<file path="src/common/tofrs_regs.svh">
// Offsets, field positions, reset values and widths of the result register group.
`ifndef TOFRS_REGS_SVH
`define TOFRS_REGS_SVH
`define TOFRS_ADDR_W 8
`define TOFRS_DATA_W 24
`define TOFRS_PHASE_ADDR 8'h08
`define TOFRS_AMP_ADDR 8'h09
`define TOFRS_TEMP_ADDR 8'h0A
`define TOFRS_CTL_ADDR 8'h0B
`define TOFRS_PHASE_RST 24'h000000
`define TOFRS_AMP_RST 24'h000000
`define TOFRS_TEMP_RST 24'h000000
`define TOFRS_CTL_RST 24'h0FC009
`define TOFRS_CTR_RST 5'h00
`define TOFRS_PH_CTR0_POS 23
`define TOFRS_PH_AMBSAT_POS 22
`define TOFRS_PH_MOD_POS 21
`define TOFRS_PH_VALID_POS 20
`define TOFRS_PH_EMIT_HI 19
`define TOFRS_PH_EMIT_LO 18
`define TOFRS_PH_DRIVE_POS 17
`define TOFRS_PH_WRAP_POS 16
`define TOFRS_AMP_SIGSAT_POS 18
`define TOFRS_CTL_CAL_HI 23
`define TOFRS_CTL_CAL_LO 14
`define TOFRS_CTL_SEL2_HI 13
`define TOFRS_CTL_SEL2_LO 10
`define TOFRS_CTL_ZERO_HI 9
`define TOFRS_CTL_ZERO_LO 8
`define TOFRS_CTL_SEL1_HI 7
`define TOFRS_CTL_SEL1_LO 4
`define TOFRS_CTL_SEL0_HI 3
`define TOFRS_CTL_SEL0_LO 0
`endif

</file>
<file path="src/common/tofrs_pkg.sv">
// Types shared by the result register group.
package tofrs_pkg;
  typedef enum logic [3:0] {
    TOFRS_SEL_FRAME_SYNC = 4'h0,
    TOFRS_SEL_SUBFRAME_SYNC = 4'h1,
    TOFRS_SEL_SEQ_IRQ = 4'h4,
    TOFRS_SEL_COMP_STATUS = 4'h8,
    TOFRS_SEL_DATA_READY = 4'h9,
    TOFRS_SEL_CTR_LSB = 4'hA
  } tofrs_sel_t;
endpackage : tofrs_pkg

</file>
<file path="src/hdl/tofrs_top.sv">
// Per-frame result registers, calibration/output-select register and output routing.
`timescale 1ns/1ns
`include "tofrs_regs.svh"

module tofrs_top
  import tofrs_pkg::*;
(
  input wire logic i_ref_clk,
  input wire logic i_rst_b,
  input wire logic [`TOFRS_ADDR_W-1:0] i_reg_addr,
  input wire logic i_reg_wr,
  input wire logic i_reg_rd,
  input wire logic [`TOFRS_DATA_W-1:0] i_reg_wdata,
  output logic [`TOFRS_DATA_W-1:0] o_reg_rdata,
  input wire logic i_frame_done,
  input wire logic [15:0] i_phase,
  input wire logic i_phase_wrap,
  input wire logic i_modulation_choice,
  input wire logic i_internal_crosstalk_cal,
  input wire logic i_optical_crosstalk_cal,
  input wire logic [1:0] i_emitter,
  input wire logic i_drive_level_used,
  input wire logic [3:0] i_range_bin,
  input wire logic i_second_freq_wrap,
  input wire logic i_signal_saturated,
  input wire logic [15:0] i_echo_amplitude,
  input wire logic [11:0] i_die_temperature,
  input wire logic [9:0] i_ambient_level,
  input wire logic [9:0] i_ambient_limit,
  input wire logic i_frame_sync,
  input wire logic i_subframe_sync,
  input wire logic i_seq_interrupt,
  input wire logic i_comp_status,
  output logic o_general_output_a,
  output logic o_general_output_b,
  output logic o_general_output_c
);

  logic [`TOFRS_DATA_W-1:0] phase_result;
  logic [`TOFRS_DATA_W-1:0] amplitude_result;
  logic [`TOFRS_DATA_W-1:0] temperature_ambient_result;
  logic [`TOFRS_DATA_W-1:0] ambient_cal_and_output_select;
  logic [4:0] frame_ctr;
  logic data_ready;
  logic [`TOFRS_DATA_W-1:0] next_phase_result;
  logic [`TOFRS_DATA_W-1:0] next_amplitude_result;
  logic [`TOFRS_DATA_W-1:0] next_temperature_ambient_result;
  logic [`TOFRS_DATA_W-1:0] next_ambient_cal_and_output_select;
  logic [4:0] next_frame_ctr;
  logic next_data_ready;
  logic [`TOFRS_DATA_W-1:0] next_reg_rdata;
  logic next_general_output_a;
  logic next_general_output_b;
  logic next_general_output_c;
  logic [9:0] ambient_cal_point;
  logic [10:0] ambient_diff;
  logic ambient_saturated;
  logic frame_valid;
  logic [3:0] out0_selector;
  logic [3:0] out1_selector;
  logic [3:0] out2_selector;

  assign ambient_cal_point =
    ambient_cal_and_output_select[`TOFRS_CTL_CAL_HI:`TOFRS_CTL_CAL_LO];
  assign out2_selector =
    ambient_cal_and_output_select[`TOFRS_CTL_SEL2_HI:`TOFRS_CTL_SEL2_LO];
  assign out1_selector =
    ambient_cal_and_output_select[`TOFRS_CTL_SEL1_HI:`TOFRS_CTL_SEL1_LO];
  assign out0_selector =
    ambient_cal_and_output_select[`TOFRS_CTL_SEL0_HI:`TOFRS_CTL_SEL0_LO];

  // Routes one internal signal to a general output; unlisted codes give low.
  function automatic logic route_out(input logic [3:0] sel, input logic rdy,
                                     input logic lsb);
    logic res;
    res = 1'b0;
    case (sel)
      TOFRS_SEL_FRAME_SYNC: res = i_frame_sync;
      TOFRS_SEL_SUBFRAME_SYNC: res = i_subframe_sync;
      TOFRS_SEL_SEQ_IRQ: res = i_seq_interrupt;
      TOFRS_SEL_COMP_STATUS: res = i_comp_status;
      TOFRS_SEL_DATA_READY: res = rdy;
      TOFRS_SEL_CTR_LSB: res = lsb;
      default: res = 1'b0;
    endcase
    return res;
  endfunction : route_out

  // Frame latch: every result field is captured on the same edge.
  always_comb begin
    ambient_diff = {1'b0, i_ambient_level} - {1'b0, ambient_cal_point};
    ambient_saturated = !ambient_diff[10] && (ambient_diff[9:0] > i_ambient_limit);
    frame_valid = !(i_internal_crosstalk_cal || i_optical_crosstalk_cal);
    next_frame_ctr = frame_ctr;
    next_phase_result = phase_result;
    next_amplitude_result = amplitude_result;
    next_temperature_ambient_result = temperature_ambient_result;
    if (i_frame_done) begin
      next_frame_ctr = frame_ctr + 5'h01;
      next_phase_result = {next_frame_ctr[0], ambient_saturated,
                           i_modulation_choice, frame_valid,
                           i_emitter, i_drive_level_used,
                           i_phase_wrap, i_phase};
      next_amplitude_result = {i_range_bin, i_second_freq_wrap,
                               i_signal_saturated, next_frame_ctr[2:1],
                               i_echo_amplitude};
      next_temperature_ambient_result = {i_die_temperature,
                                         i_ambient_level,
                                         next_frame_ctr[4:3]};
    end
  end

  // Host access: control register writes, read-back and the data-ready flag.
  always_comb begin
    next_ambient_cal_and_output_select = ambient_cal_and_output_select;
    if (i_reg_wr && (i_reg_addr == `TOFRS_CTL_ADDR)) begin
      next_ambient_cal_and_output_select =
        {i_reg_wdata[`TOFRS_CTL_CAL_HI:`TOFRS_CTL_SEL2_LO], 2'h0,
         i_reg_wdata[`TOFRS_CTL_SEL1_HI:`TOFRS_CTL_SEL0_LO]};
    end
    next_data_ready = data_ready;
    if (i_reg_rd && (i_reg_addr == `TOFRS_PHASE_ADDR)) begin
      next_data_ready = 1'b0;
    end
    if (i_frame_done) begin
      next_data_ready = 1'b1;
    end
    next_reg_rdata = o_reg_rdata;
    if (i_reg_rd) begin
      case (i_reg_addr)
        `TOFRS_PHASE_ADDR: next_reg_rdata = phase_result;
        `TOFRS_AMP_ADDR: next_reg_rdata = amplitude_result;
        `TOFRS_TEMP_ADDR: next_reg_rdata = temperature_ambient_result;
        `TOFRS_CTL_ADDR: next_reg_rdata = ambient_cal_and_output_select;
        default: next_reg_rdata = 24'h000000;
      endcase
    end
    next_general_output_a = route_out(out0_selector, data_ready, frame_ctr[0]);
    next_general_output_b = route_out(out1_selector, data_ready, frame_ctr[0]);
    next_general_output_c = route_out(out2_selector, data_ready, frame_ctr[0]);
  end

  always_ff @(posedge i_ref_clk) begin
    if (!i_rst_b) begin
      phase_result <= `TOFRS_PHASE_RST;
      amplitude_result <= `TOFRS_AMP_RST;
      temperature_ambient_result <= `TOFRS_TEMP_RST;
      ambient_cal_and_output_select <= `TOFRS_CTL_RST;
      frame_ctr <= `TOFRS_CTR_RST;
      data_ready <= 1'b0;
      o_reg_rdata <= 24'h000000;
      o_general_output_a <= 1'b0;
      o_general_output_b <= 1'b0;
      o_general_output_c <= 1'b0;
    end else begin
      phase_result <= next_phase_result;
      amplitude_result <= next_amplitude_result;
      temperature_ambient_result <= next_temperature_ambient_result;
      ambient_cal_and_output_select <= next_ambient_cal_and_output_select;
      frame_ctr <= next_frame_ctr;
      data_ready <= next_data_ready;
      o_reg_rdata <= next_reg_rdata;
      o_general_output_a <= next_general_output_a;
      o_general_output_b <= next_general_output_b;
      o_general_output_c <= next_general_output_c;
    end
  end
endmodule : tofrs_top

</file>
<file path="config.mk">
export PLATFORM = sky130hd
export DESIGN_NAME = tofrs_top
export DESIGN_NICKNAME = d
export VERILOG_FILES = /design/src/common/tofrs_pkg.sv /design/src/hdl/tofrs_top.sv
export VERILOG_INCLUDE_DIRS = /design/src /design/src/common
export SDC_FILE = /design/constraint.sdc
export NUM_CORES = 1
export LEC_CHECK = 0
export ABC_AREA = 1
export BUFFER_PORTS_ARGS = -buffer_cell sky130_fd_sc_hd__buf_2
export CORE_AREA = 3 3 107 109
export CTS_CLUSTER_SIZE = 8
export DETAILED_ROUTE_END_ITERATION = 8
export DIE_AREA = 0 0 110 112
export GPL_ROUTABILITY_DRIVEN = 1
export PLACE_DENSITY_LB_ADDON = 0.08
export SETUP_SLACK_MARGIN = 0.1
export SKIP_CTS_REPAIR_TIMING = 1
export SLEW_MARGIN = 0
export SYNTH_ARGS = -nofsm -noshare
export SYNTH_HDL_FRONTEND = slang
export SYNTH_SLANG_ARGS = --single-unit
</file>
<file path="constraint.sdc">
create_clock -name i_ref_clk -period 6.9 [get_ports i_ref_clk]
set_input_delay 0.345 -clock i_ref_clk [delete_from_list [all_inputs] [get_ports i_ref_clk]]
set_output_delay 0.345 -clock i_ref_clk [all_outputs]
set_load 0.01 [all_outputs]
</file>
Word level (Yosys, flattened, before mapping) --
Cells that the tools add are included. W data, S select, Z words.
Word-level totals: bits in registers 127, latch bits 0, bits in writable memories 0, bits in read-only memories 0, bits of input ports 118, output and inout bits 27, word-level logic and storage cells 48, memories kept 0
Operators by class: add/subtract/negate cells 2, multiply operators 0, divide/modulo/power cells 0, order comparisons 1, equality and inequality tests 19, shift-type cells 0, multiplexer cells 6, bitwise operators 0, reductions and logical operators 10
Operators by type and width (number):
- $pmux W24 S4 | 1
- $eq A4 B4 Y1 const B | 9
- $eq A8 B4 Y1 const B | 4
- $pmux W1 S6 | 3
- $eq A4 B1 Y1 const B | 3
- $eq A4 B3 Y1 const B | 3
- $logic_not A4 Y1 | 3
- $sub A10 B10 Y11 | 1
- $gt A10 B10 Y1 | 1
- $add A5 B1 Y5 const B | 1
- $logic_and A1 B1 Y1 | 3
- $logic_not A1 Y1 | 2
- $mux W1 | 2
- $reduce_bool A2 Y1 | 1
- $logic_or A1 B1 Y1 | 1

Logic depth before layout (Yosys ltp) --
Gate-level depths: netlist (run 1).
word-level depth 4, depth in mapped cells 18, gate-level depth less buffers 18

Worst setup path before layout (run 1) --
OpenSTA, ideal clock, no wires.
path kind input port to flip-flop, start point input i_ambient_level[0], end point register phase_result[22], library setup time 0.132 ns, arrival 2.382 ns, setup slack 4.386 ns, stages 18, buffers on the path 0, cell sequence inv_1 > ha_1 > inv_1 > fa_1 > a21oi_1 > o21ai_0 > nand2_1 > nand2_1 > nand2_1 > nand2_1 > ha_1 > nand2_1 > nor2_1 > nand2_1 > o21ai_0 > inv_1 > nand3_1 > a21oi_1
On the way: cells in the longest elaborated chain, start to end 3, elaborated cells between the ends (all ways) 4
RTL lines:
- from (decl) | RTL line tofrs_top.sv:28 | input wire logic [9:0] i_ambient_level,
- $sub A10 B10 Y11 (*) | RTL line tofrs_top.sv:91 | ambient_diff = {1'b0, i_ambient_level} - {1'b0, ambient_cal_point};
- $gt A10 B10 Y1 or $logic_not A1 Y1 (tied branches) | RTL line tofrs_top.sv:92 | ambient_saturated = !ambient_diff[10] && (ambient_diff[9:0] > i_ambient_limit);
- $logic_and A1 B1 Y1 (*) | RTL line tofrs_top.sv:92
- to (signal assigned) | RTL line tofrs_top.sv:145 | phase_result <= `TOFRS_PHASE_RST;
- to (signal assigned) | RTL line tofrs_top.sv:156 | phase_result <= next_phase_result;
- to (decl) | RTL line tofrs_top.sv:39 | logic [`TOFRS_DATA_W-1:0] phase_result;
Every way passes the cells marked *; elsewhere a longest branch is shown, timed or not. A chain may end at the register's enable or synchronous reset.

Worst setup path after layout (run 1) --
start point register ambient_cal_and_output_select[14], end point register phase_result[22]
On the way: cells in the longest elaborated chain, start to end 3, elaborated cells between the ends (all ways) 4
RTL lines:
- from (decl) | RTL line tofrs_top.sv:42 | logic [`TOFRS_DATA_W-1:0] ambient_cal_and_output_select;
- from (signal assigned) | RTL line tofrs_top.sv:148 | ambient_cal_and_output_select <= `TOFRS_CTL_RST;
- from (signal assigned) | RTL line tofrs_top.sv:159 | ambient_cal_and_output_select <= next_ambient_cal_and_output_select;
- $sub A10 B10 Y11 (*) | RTL line tofrs_top.sv:91
- $gt A10 B10 Y1 or $logic_not A1 Y1 (tied branches) | RTL line tofrs_top.sv:92
- $logic_and A1 B1 Y1 (*) | RTL line tofrs_top.sv:92
Marked as above.

==> results.yml, run 1 <==
run_status:
  outcome: "finished, final reports clean"
placed_design:
  dp_hpwl_mm: 11.6
  dpl_cell_area_um2: 6660
  globalplace.congestion: 0.856
  dp_cells: 1095
  preCtsSetupSlack_ns: 3.82
  port-buffer-count: 142
synth:
  synth_area_um2: 6050
  yosys_most_used_dff: "dfxtp_1"
  synth_warnings: 0
  yosysSeqAreaShare_pct: 40.3
  synthDistinctLibCells: 32
  syn_nets: 1003
  synth-edff-count: 0
  synthCells: 863
  async_flop_share_pct: 0
  synth_seq_cells: 122
  synth_area_per_cell_um2: 7.02
final_layout:
  final_area_um2: 7240
  regArea_um2: 2440
  fin_cells: 1127
  multi_input_area_um2: 3070
  mostFrequentLayoutCells: "buf_2, nand2_1, nor2_1"
  layout-drive-gt1-share_pct: 18.8
  num_antenna_cells: 0
  area_growth_pct: 19.6
  final_common_cell: "buf_2"
  fillers: 976
  fin_util_pct: 67.7
  num-nets-final: 1114
worst_setup_path:
  r2r-end: "phase_result[22]"
  rr_worst_depth: 17
  cp-start-kind: "flip-flop"
  crit_path_frequent_cell: "nand2_1"
  r2r-start: "ambient_cal_and_output_select[14]"
  cp_max_fo: 3
  regToRegSetupSlack_ns: 4.01
  required_ns: 7.30
  end_kind: "flip-flop"
  crit_chain: "ha_1, inv_1, fa_1, a21oi_1, o21ai_0, nand2_1, nand2_1, nand2_1, nand2_1, ha_1, nand2_1, nor2_1, nand2_1, o21ai_0, inv_1, nand3_1, a21oi_1"
  slowest_delay_ns: 0.43
  slowest_stage: "fa_1"
  cp.arrival_ns: 3.29
  cp_top_family: "adder cells"
  path_buf_inv: 2
  path_class: "flip-flop to flip-flop"
pwr:
  vdd_drop_max_v: 0.000161
  p_per_area_nw_per_um2: 248
  power_leakage_uw: 0.00354
timing:
  fin_crit_ns: 2.89
  timing.fmax_ghz: 0.346
  finalSetupTns_ns: 0
  fin_crit_sh_pct: 41.9
  timing.final.max_slew_violations: 0
  rsz0062_at_grt: "false"
  setup_violations: 0
  tightest_slew_ns: 1.18
  fin_ws_ns: 4.01
  maxSlewHeadroom_pct: 21.4
  finalHoldViolations: 0
  clock_skew_ns: 0.00890
global_route:
  grt_pass1_vias: 5658
  grt_max_degree: 97
  gr-total-overflow: 0
  grt_pass1_wl_mm: 27.6
  antenna_found_initial: 0
  globalRouteTotalUtil_pct: 28.3
drt:
  wl_met2_mm: 8.30
  met3_length_mm: 1.05
  via_per_inst: 5.42
  drc_errors: 0
  vias: 6109
  drt_iter0_markers: 620
  routed_wl_mm: 17.2
  dr.pass1.iters: 5
  routed.top_layer: "met4"
  wl_per_cell_um: 15.3
  wl_met1_mm: 7.63
  drtAntennaViolNets: 0
die:
  core_region_area_um2: 10700
  initial_core_util_pct: 56.6
  io_pins: 145
  fp.dieW_um: 110
  rows: 38
  die-area_um2: 12300
  die_h_um: 112
worst_hold_path:
  hold_depth: 3
  hp-class: "primary input to flip-flop"
  hold_path.startpoint: "i_reg_wdata[19]"
  min_to: "ambient_cal_and_output_select[19]"
cts:
  cts_buffers: 17
  clock-sinks: 122
  path_clk_slew_ns: 0.06
  ctsRootBufferMaster: "clkbuf_8"
  h-tree-depth: 4
  clk_latency_ns: 0.52
  clk_path_buf_depth: 2
  tritoncts: "yes"
job:
  cap_violations: 0
==> area by class of cell <==
type	instances	share of cell area (%)
multi-input combinational	624	42.4
sequential	122	33.7
timing repair buffer	145	10.1
clock buffer	24	6.36
inverter	64	3.32
tap	140	2.42
clock inverter	8	1.62
==> per-stage QoR <==
stage / hold slack (ns) / power, uW
5_1_grt: 0.0426 / 1860
4_1_cts: 0.0276 / 1800
6_report: 0.0428 / 1800
3_3_place_gp: 0.448 / 922
2_1_floorplan: 0.445 / 864
3_5_place_dp: 0.455 / 927
==> worst max-delay path by stage <==
| stage | from | to | slack, ns | cells past startpoint |
|---|---|---|---|---|
| 6_report | ambient_cal_and_output_select[14] | phase_result[22] | 4.01 | 17 |
| 5_1_grt | ambient_cal_and_output_select[14] | phase_result[22] | 3.71 | 17 |
| 4_1_cts | ambient_cal_and_output_select[14] | phase_result[22] | 4.00 | 17 |
| 3_5_place_dp | i_ambient_level[0] | phase_result[22] | 3.82 | 19 |
| 3_3_place_gp | i_ambient_level[0] | phase_result[22] | 3.91 | 19 |
| 2_1_floorplan | i_ambient_level[0] | phase_result[22] | 4.39 | 18 |
==> synthesized netlist by cell type (7+ instances only) <==
master	n	area (um^2)
a21oi_1	61	305
buf_2	12	60.1
buf_4	7	52.6
buf_6	8	90.1
clkbuf_1	26	97.6
dfxtp_1	122	2440
ha_1	21	263
inv_1	58	218
nand2_1	139	522
nand3_1	111	556
nor2_1	139	522
nor3_1	8	40.0
o21ai_0	82	410
o21ai_1	26	130
==> kinds of logic after synthesis <==
group / count (synthesis) / share of synthesized area [%]
adder cells (fa/ha/maj): 22 / 4.67
flip-flops: 122 / 40.3
AO/OA/AOI/OAI: 187 / 16.2
buffers and inverters: 117 / 8.93
AND/OR/NAND/NOR: 409 / 29.0
XOR/XNOR: 6 / 0.868
==> where the power goes <==
| part | total (uW) | leakage [uW] | switching [uW] | internal [uW] |
|---|---|---|---|---|
| Sequential | 751 | 0.00100 | 15.9 | 735 |
| Combinational | 164 | 0.00225 | 101 | 63.0 |
| Clock | 880 | 0.000283 | 313 | 567 |
| Total | 1800 | 0.00354 | 430 | 1370 |
==> flip-flops by register name (all words and copies together), names as in the netlist <==
signal and count:
ambient_cal_and_output_select 22, o_general_output_c 1, o_general_output_a 1, o_general_output_b 1, data_ready 1, temperature_ambient_result 24
phase_result 23, o_reg_rdata 24, frame_ctr 1, amplitude_result 24
==> routing by layer <==
layer	vias up	GRT usage, %
li1	3070	-
met1	2830	37.2
met2	188	46.4
met3	21	6.03
met4	0	8.56
met5	-	0
==> worst min-delay path, cell delays in order <==
cell	delay [ns]
buf_2	0.07
nand2_1	0.04
o211ai_1	0.06
Power figures use the tool's default switching activity.
==> run 2: changes to the inputs <==
Settings changed: ABC_AREA 1 to 0, CORE_AREA 3 3 107 109 to 3 3 115 117, DIE_AREA 0 0 110 112 to 0 0 118 120.
Clock period 6.9 ns to 2.45 ns, I/O delays scaled along.
==> run 2 against run 1 <==
  * The flow now finishes with violations (hold timing, setup timing)
  * Synthesized cell count shrank 25%
  * Critical path depth down 4
  * Final cell count fell by 6.8%
==> results.yml, run 2 <==
global_route:
  gr-total-overflow: 0
  grt_pass1_vias: 5039
  antenna_found_initial: 0
  grt_pass1_wl_mm: 25.2
  globalRouteTotalUtil_pct: 22.5
  grt_max_degree: 46
final_layout:
  final_area_um2: 8240
  fillers: 1072
  mostFrequentLayoutCells: "buf_2, dfxtp_1, mux2i_1"
  regArea_um2: 2440
  fin_util_pct: 66.1
  num_antenna_cells: 0
  final_common_cell: "buf_2"
  largestRegisters: "amplitude_result: 24 flops, o_reg_rdata: 24 flops, temperature_ambient_result: 24 flops"
  area_growth_pct: 38.7
  num-nets-final: 1005
  layout-drive-gt1-share_pct: 25.7
  multi_input_area_um2: 3250
cts:
  cts_buffers: 17
  clk_latency_ns: 0.42
  ctsRootBufferMaster: "clkbuf_16"
  h-tree-depth: 4
  clk_path_buf_depth: 2
  clock-sinks: 122
  path_clk_slew_ns: 0.06
  tritoncts: "yes"
worst_setup_path:
  required_ns: 2.75
  cp_max_fo: 2
  end_kind: "flip-flop"
  cp-start-kind: "flip-flop"
  path_class: "flip-flop to flip-flop"
  cp.arrival_ns: 3.24
pwr:
  p_per_area_nw_per_um2: 661
  vdd_drop_max_v: 0.000482
  fin_total_pwr_uw: 5450
  power_leakage_uw: 0.00369
timing:
  fin_crit_sh_pct: 120
  clock_skew_ns: 0.00656
  finalHoldViolations: 17
  timing.fmax_ghz: 0.341
  rsz0062_at_grt: "true"
  fin_ws_ns: -0.486
  tightest_slew_ns: 0.698
  timing.final.max_slew_violations: 0
  timing.hold.ws_ns: -0.0425
  maxSlewHeadroom_pct: 53.3
  fin_crit_ns: 2.94
  setup_violations: 1
placed_design:
  globalplace.congestion: 0.902
  preCtsSetupSlack_ns: -0.674
  dpl_cell_area_um2: 7000
  dp_hpwl_mm: 12.0
  port-buffer-count: 142
synth:
  syn_nets: 788
  yosysMostFrequentCell: "dfxtp_1"
  synth-edff-count: 0
  yosysTopAreaCell: "dfxtp_1"
  synth_seq_cells: 122
  synth_area_per_cell_um2: 9.17
  synth_common_cells: "dfxtp_1, mux2i_1, nand2_1, nor2b_1, o21ai_0"
  synth_area_um2: 5940
  synth_top_area_share_pct: 41.1
  yosysSeqAreaShare_pct: 41.1
  synthDistinctLibCells: 45
  synthCells: 648
  synth_warnings: 0
  async_flop_share_pct: 0
  yosys_most_used_dff: "dfxtp_1"
  ys_top_cells_by_area: "dfxtp_1, mux2i_1, nor2b_1"
drt:
  vias: 5268
  wl_per_cell_um: 15.7
  drt_iter0_markers: 313
  routed_wl_mm: 16.5
  via_per_inst: 5.02
  dr.pass1.iters: 4
  drc_errors: 0
  drtAntennaViolNets: 0
worst_hold_path:
  hp-class: "primary input to flip-flop"
run_status:
  outcome: "finished with violations"
  violations: "hold timing, setup timing"
die:
  die_h_um: 120
  die-area_um2: 14200
  fp.dieW_um: 118
  core_region_area_um2: 12500
  initial_core_util_pct: 47.7
  rows: 41
  io_pins: 145
job:
  cap_violations: 0
[run 2: cell types whose count changed after synthesis, sizes merged, moves of 9 or more]
cell and change:
a21boi +15, nor2b +74, a22oi +22, nand2 -52, o21ai -59, and2 +9
nand3 -105, mux2i +91, buf -12, nor2 -131, inv -37, a21oi -46
[run 2: cell families (layout without fill, tap and decap cells)]
family	count (synthesis)	count (layout)	share of synthesized area, %
AND/OR/NAND/NOR	209	209	18.3
AO/OA/AOI/OAI	127	127	13.5
flip-flops	122	122	41.1
multiplexers	94	94	16.5
buffers and inverters	65	295	4.57
adder cells (fa/ha/maj)	22	22	4.76
XOR/XNOR	9	9	1.33
[run 2: stage by stage]
| step | setup TNS (ns) | std cells | hold WS, ns |
|---|---|---|---|
| after floorplan | -0.328 | 648 | 0.247 |
| after global placement | -0.592 | 960 | 0.347 |
| after detailed placement | -0.674 | 960 | 0.348 |
| after CTS | -0.699 | 992 | -0.0845 |
| after global routing | -0.640 | 1050 | 0.000403 |
| final | -0.486 | 1050 | -0.0425 |
[run 2: layer usage]
metal	vias to the layer above	global-route usage [%]	wire length, um	part of all wire [%]
li1	2683	-	-	-
met3	18	6.03	880	5.3
met4	0	7.11	170	1.0
met1	2430	29.7	7560	46
met2	137	36.1	7890	48
met5	-	0	0	0
[run 2: area by class of cell]
| cell class | instances | area share (%) |
|---|---|---|
| flip-flops and latches | 122 | 29.6 |
| clock buffers | 18 | 5.21 |
| repair buffers | 238 | 19.3 |
| inverters | 25 | 1.14 |
| well taps | 172 | 2.61 |
| clock inverters | 14 | 2.67 |
| multi-input cells | 461 | 39.5 |
[run 2: worst paths after layout]
| kind | from | end | slack (ns) | cells after the start |
|---|---|---|---|---|
| worst max-delay path | ambient_cal_and_output_select[14] | phase_result[22] | -0.49 | 13 |
| worst min-delay path | i_echo_amplitude[5] | amplitude_result[5] | -0.04 | 3 |
| worst max register to register | ambient_cal_and_output_select[14] | phase_result[22] | -0.49 | 13 |
| worst min register to register | o_reg_rdata[17] | o_reg_rdata[17] | 0.45 | 2 |
[run 2: critical path: stages, from the launching register on]
cell and delay [ns]:
dfxtp_2 0.33, ha_2 0.17, inv_1 0.05, fa_2 0.34
a21o_1 0.18, a311o_1 0.28, a311o_1 0.37, o21ai_2 0.08
xnor2_1 0.13, ha_1 0.26, nand4_1 0.11, a21oi_1 0.06
a2111oi_2 0.36, o21ai_1 0.09
[run 2: where the power goes]
part / total (uW) / internal (uW) / switching, uW
combinational: 611 / 331 / 280
clock: 2740 / 1810 / 930
sequential: 2100 / 2060 / 42.7
==> run 3: changes to the inputs <==
Settings changed: CELL_PAD_IN_SITES_DETAIL_PLACEMENT set to 0, CELL_PAD_IN_SITES_GLOBAL_PLACEMENT set to 2, CORE_AREA 3 3 115 117 to 3 3 148 150, DIE_AREA 0 0 118 120 to 0 0 151 153.
==> run 3 against run 2 <==
  * Critical path depth unchanged
  * First-iteration DRC count shrank 34%
  * Via count decreased by 0.30%
  * Final cell count grew 10%
  * Clock skew decreased by 0.0016 ns
  * Worst setup slack gained 0.010 ns
  * Critical path type unchanged
  * Combinational power shrank 3%
  * Clock-buffer cell count rose by 2
  * Global-route usage is 6.6 points lower
  * Non-clock buffer count is 3 higher
  * Routed wire length grew 12%
  * Sequential share of layout area fell by 0.44 points
  * The flow still finishes with violations (hold timing, setup timing)
==> results.yml, run 3 (synthesis results as in run 2) <==
run_status:
  outcome: "finished with violations"
  violations: "hold timing, setup timing"
die:
  fp.dieW_um: 151
  io_pins: 145
  die-area_um2: 23100
  die_h_um: 153
  initial_core_util_pct: 28.5
  core_region_area_um2: 20800
  rows: 53
timing:
  rsz0062_at_grt: "true"
  tightest_slew_ns: 0.681
  fin_crit_ns: 2.93
  timing.fmax_ghz: 0.342
  setup_violations: 1
  timing.hold.ws_ns: -0.0291
  finalHoldViolations: 17
  timing.final.max_slew_violations: 0
  maxSlewHeadroom_pct: 54.6
  fin_crit_sh_pct: 119
  clock_skew_ns: 0.00501
  fin_ws_ns: -0.476
drt:
  drtAntennaViolNets: 0
  vias: 5252
  wl_per_cell_um: 16.0
  drc_errors: 0
  dr.pass1.iters: 4
  drt_iter0_markers: 208
  routed_wl_mm: 18.5
  via_per_inst: 4.54
pwr:
  power_leakage_uw: 0.00371
  vdd_drop_max_v: 0.000393
  p_per_area_nw_per_um2: 653
worst_hold_path:
  hold_path.startpoint: "i_range_bin[1]"
  hold_depth: 3
  hp-class: "primary input to flip-flop"
  min_to: "amplitude_result[21]"
job:
  cap_violations: 0
global_route:
  antenna_found_initial: 0
  gr-total-overflow: 0
  grt_pass1_wl_mm: 28.4
  grt_max_degree: 40
  globalRouteTotalUtil_pct: 15.9
  grt_pass1_vias: 5175
worst_setup_path:
  r2r-start: "ambient_cal_and_output_select[14]"
  required_ns: 2.74
  path_class: "flip-flop to flip-flop"
  r2r-end: "phase_result[22]"
  cp_max_fo: 2
  cp-start-kind: "flip-flop"
  rr_worst_depth: 13
  regToRegSetupSlack_ns: -0.48
  cp.arrival_ns: 3.22
  end_kind: "flip-flop"
  worstSetupStartpoint: "ambient_cal_and_output_select[14]"
cts:
  h-tree-depth: 4
  clk_path_buf_depth: 2
  cts_buffers: 17
  clk_latency_ns: 0.41
  tritoncts: "yes"
  path_clk_slew_ns: 0.06
  ctsRootBufferMaster: "clkbuf_16"
  clock-sinks: 122
placed_design:
  dp_cells: 1073
  preCtsSetupSlack_ns: -0.617
  dp_hpwl_mm: 13.9
  globalplace.congestion: 0.789
  port-buffer-count: 142
final_layout:
  num_antenna_cells: 0
  final_common_cell: "buf_2"
  mostFrequentLayoutCells: "buf_2, dfxtp_1, mux2i_1"
  largestRegisters: "amplitude_result: 24 flops, o_reg_rdata: 24 flops, temperature_ambient_result: 24 flops"
  area_growth_pct: 40.8
  layout-drive-gt1-share_pct: 26.3
  num-nets-final: 1008
  fin_cells: 1156
run 3: metrics by stage:
step / util [%] / area [um^2] / setup TNS [ns] / power [uW]
CTS: 37.7 / 7840 / -0.644 / 5470
global route: 40.2 / 8370 / -0.649 / 5700
floorplan: - / 5950 / -0.328 / 2450
finish: 40.2 / 8370 / -0.476 / 5470
global placement: 34.6 / 7200 / -0.521 / 2680
detailed placement: 34.6 / 7200 / -0.617 / 2690
run 3: how the worst max path moves through the flow:
stage	endpoint	slack [ns]	cells past startpoint
2_1_floorplan	phase_result[22]	-0.33	13
3_3_place_gp	phase_result[22]	-0.52	13
3_5_place_dp	phase_result[22]	-0.62	13
4_1_cts	phase_result[22]	-0.64	13
5_1_grt	phase_result[22]	-0.65	14
6_report	phase_result[22]	-0.48	13
run 3: layout make-up:
class                           instances  area, um^2
Clock buffer                           20         447
Clock inverter                         12         196
Fill cell                            2152       12500
Inverter                               25        93.8
Multi-Input combinational cell        461        3250
Sequential cell                       122        2440
Tap cell                              275         344
Timing Repair Buffer                  241        1600
run 3: critical path: stages, from the launching register on:
cell and delay (ns):
dfxtp_2 0.33, ha_2 0.17, inv_1 0.05, fa_2 0.33
a21o_1 0.18, a311o_1 0.30, a311o_1 0.30, o21ai_1 0.11
xnor2_1 0.10, ha_1 0.31, nand4_1 0.10, a21oi_1 0.07
a2111oi_2 0.35, o21ai_1 0.10
run 3: power by group:
part / total [uW] / switching (uW) / internal, uW
registers: 2110 / 47.4 / 2060
logic: 595 / 273 / 322
clock network: 2760 / 937 / 1830
run 3: metal layers:
metal	vias to the layer above	share of wire, %	global-route usage [%]
met5	-	0	0
met4	0	0.78	3.58
met3	10	5.2	4.00
met2	119	48	25.8
met1	2442	46	21.3
li1	2681	-	-
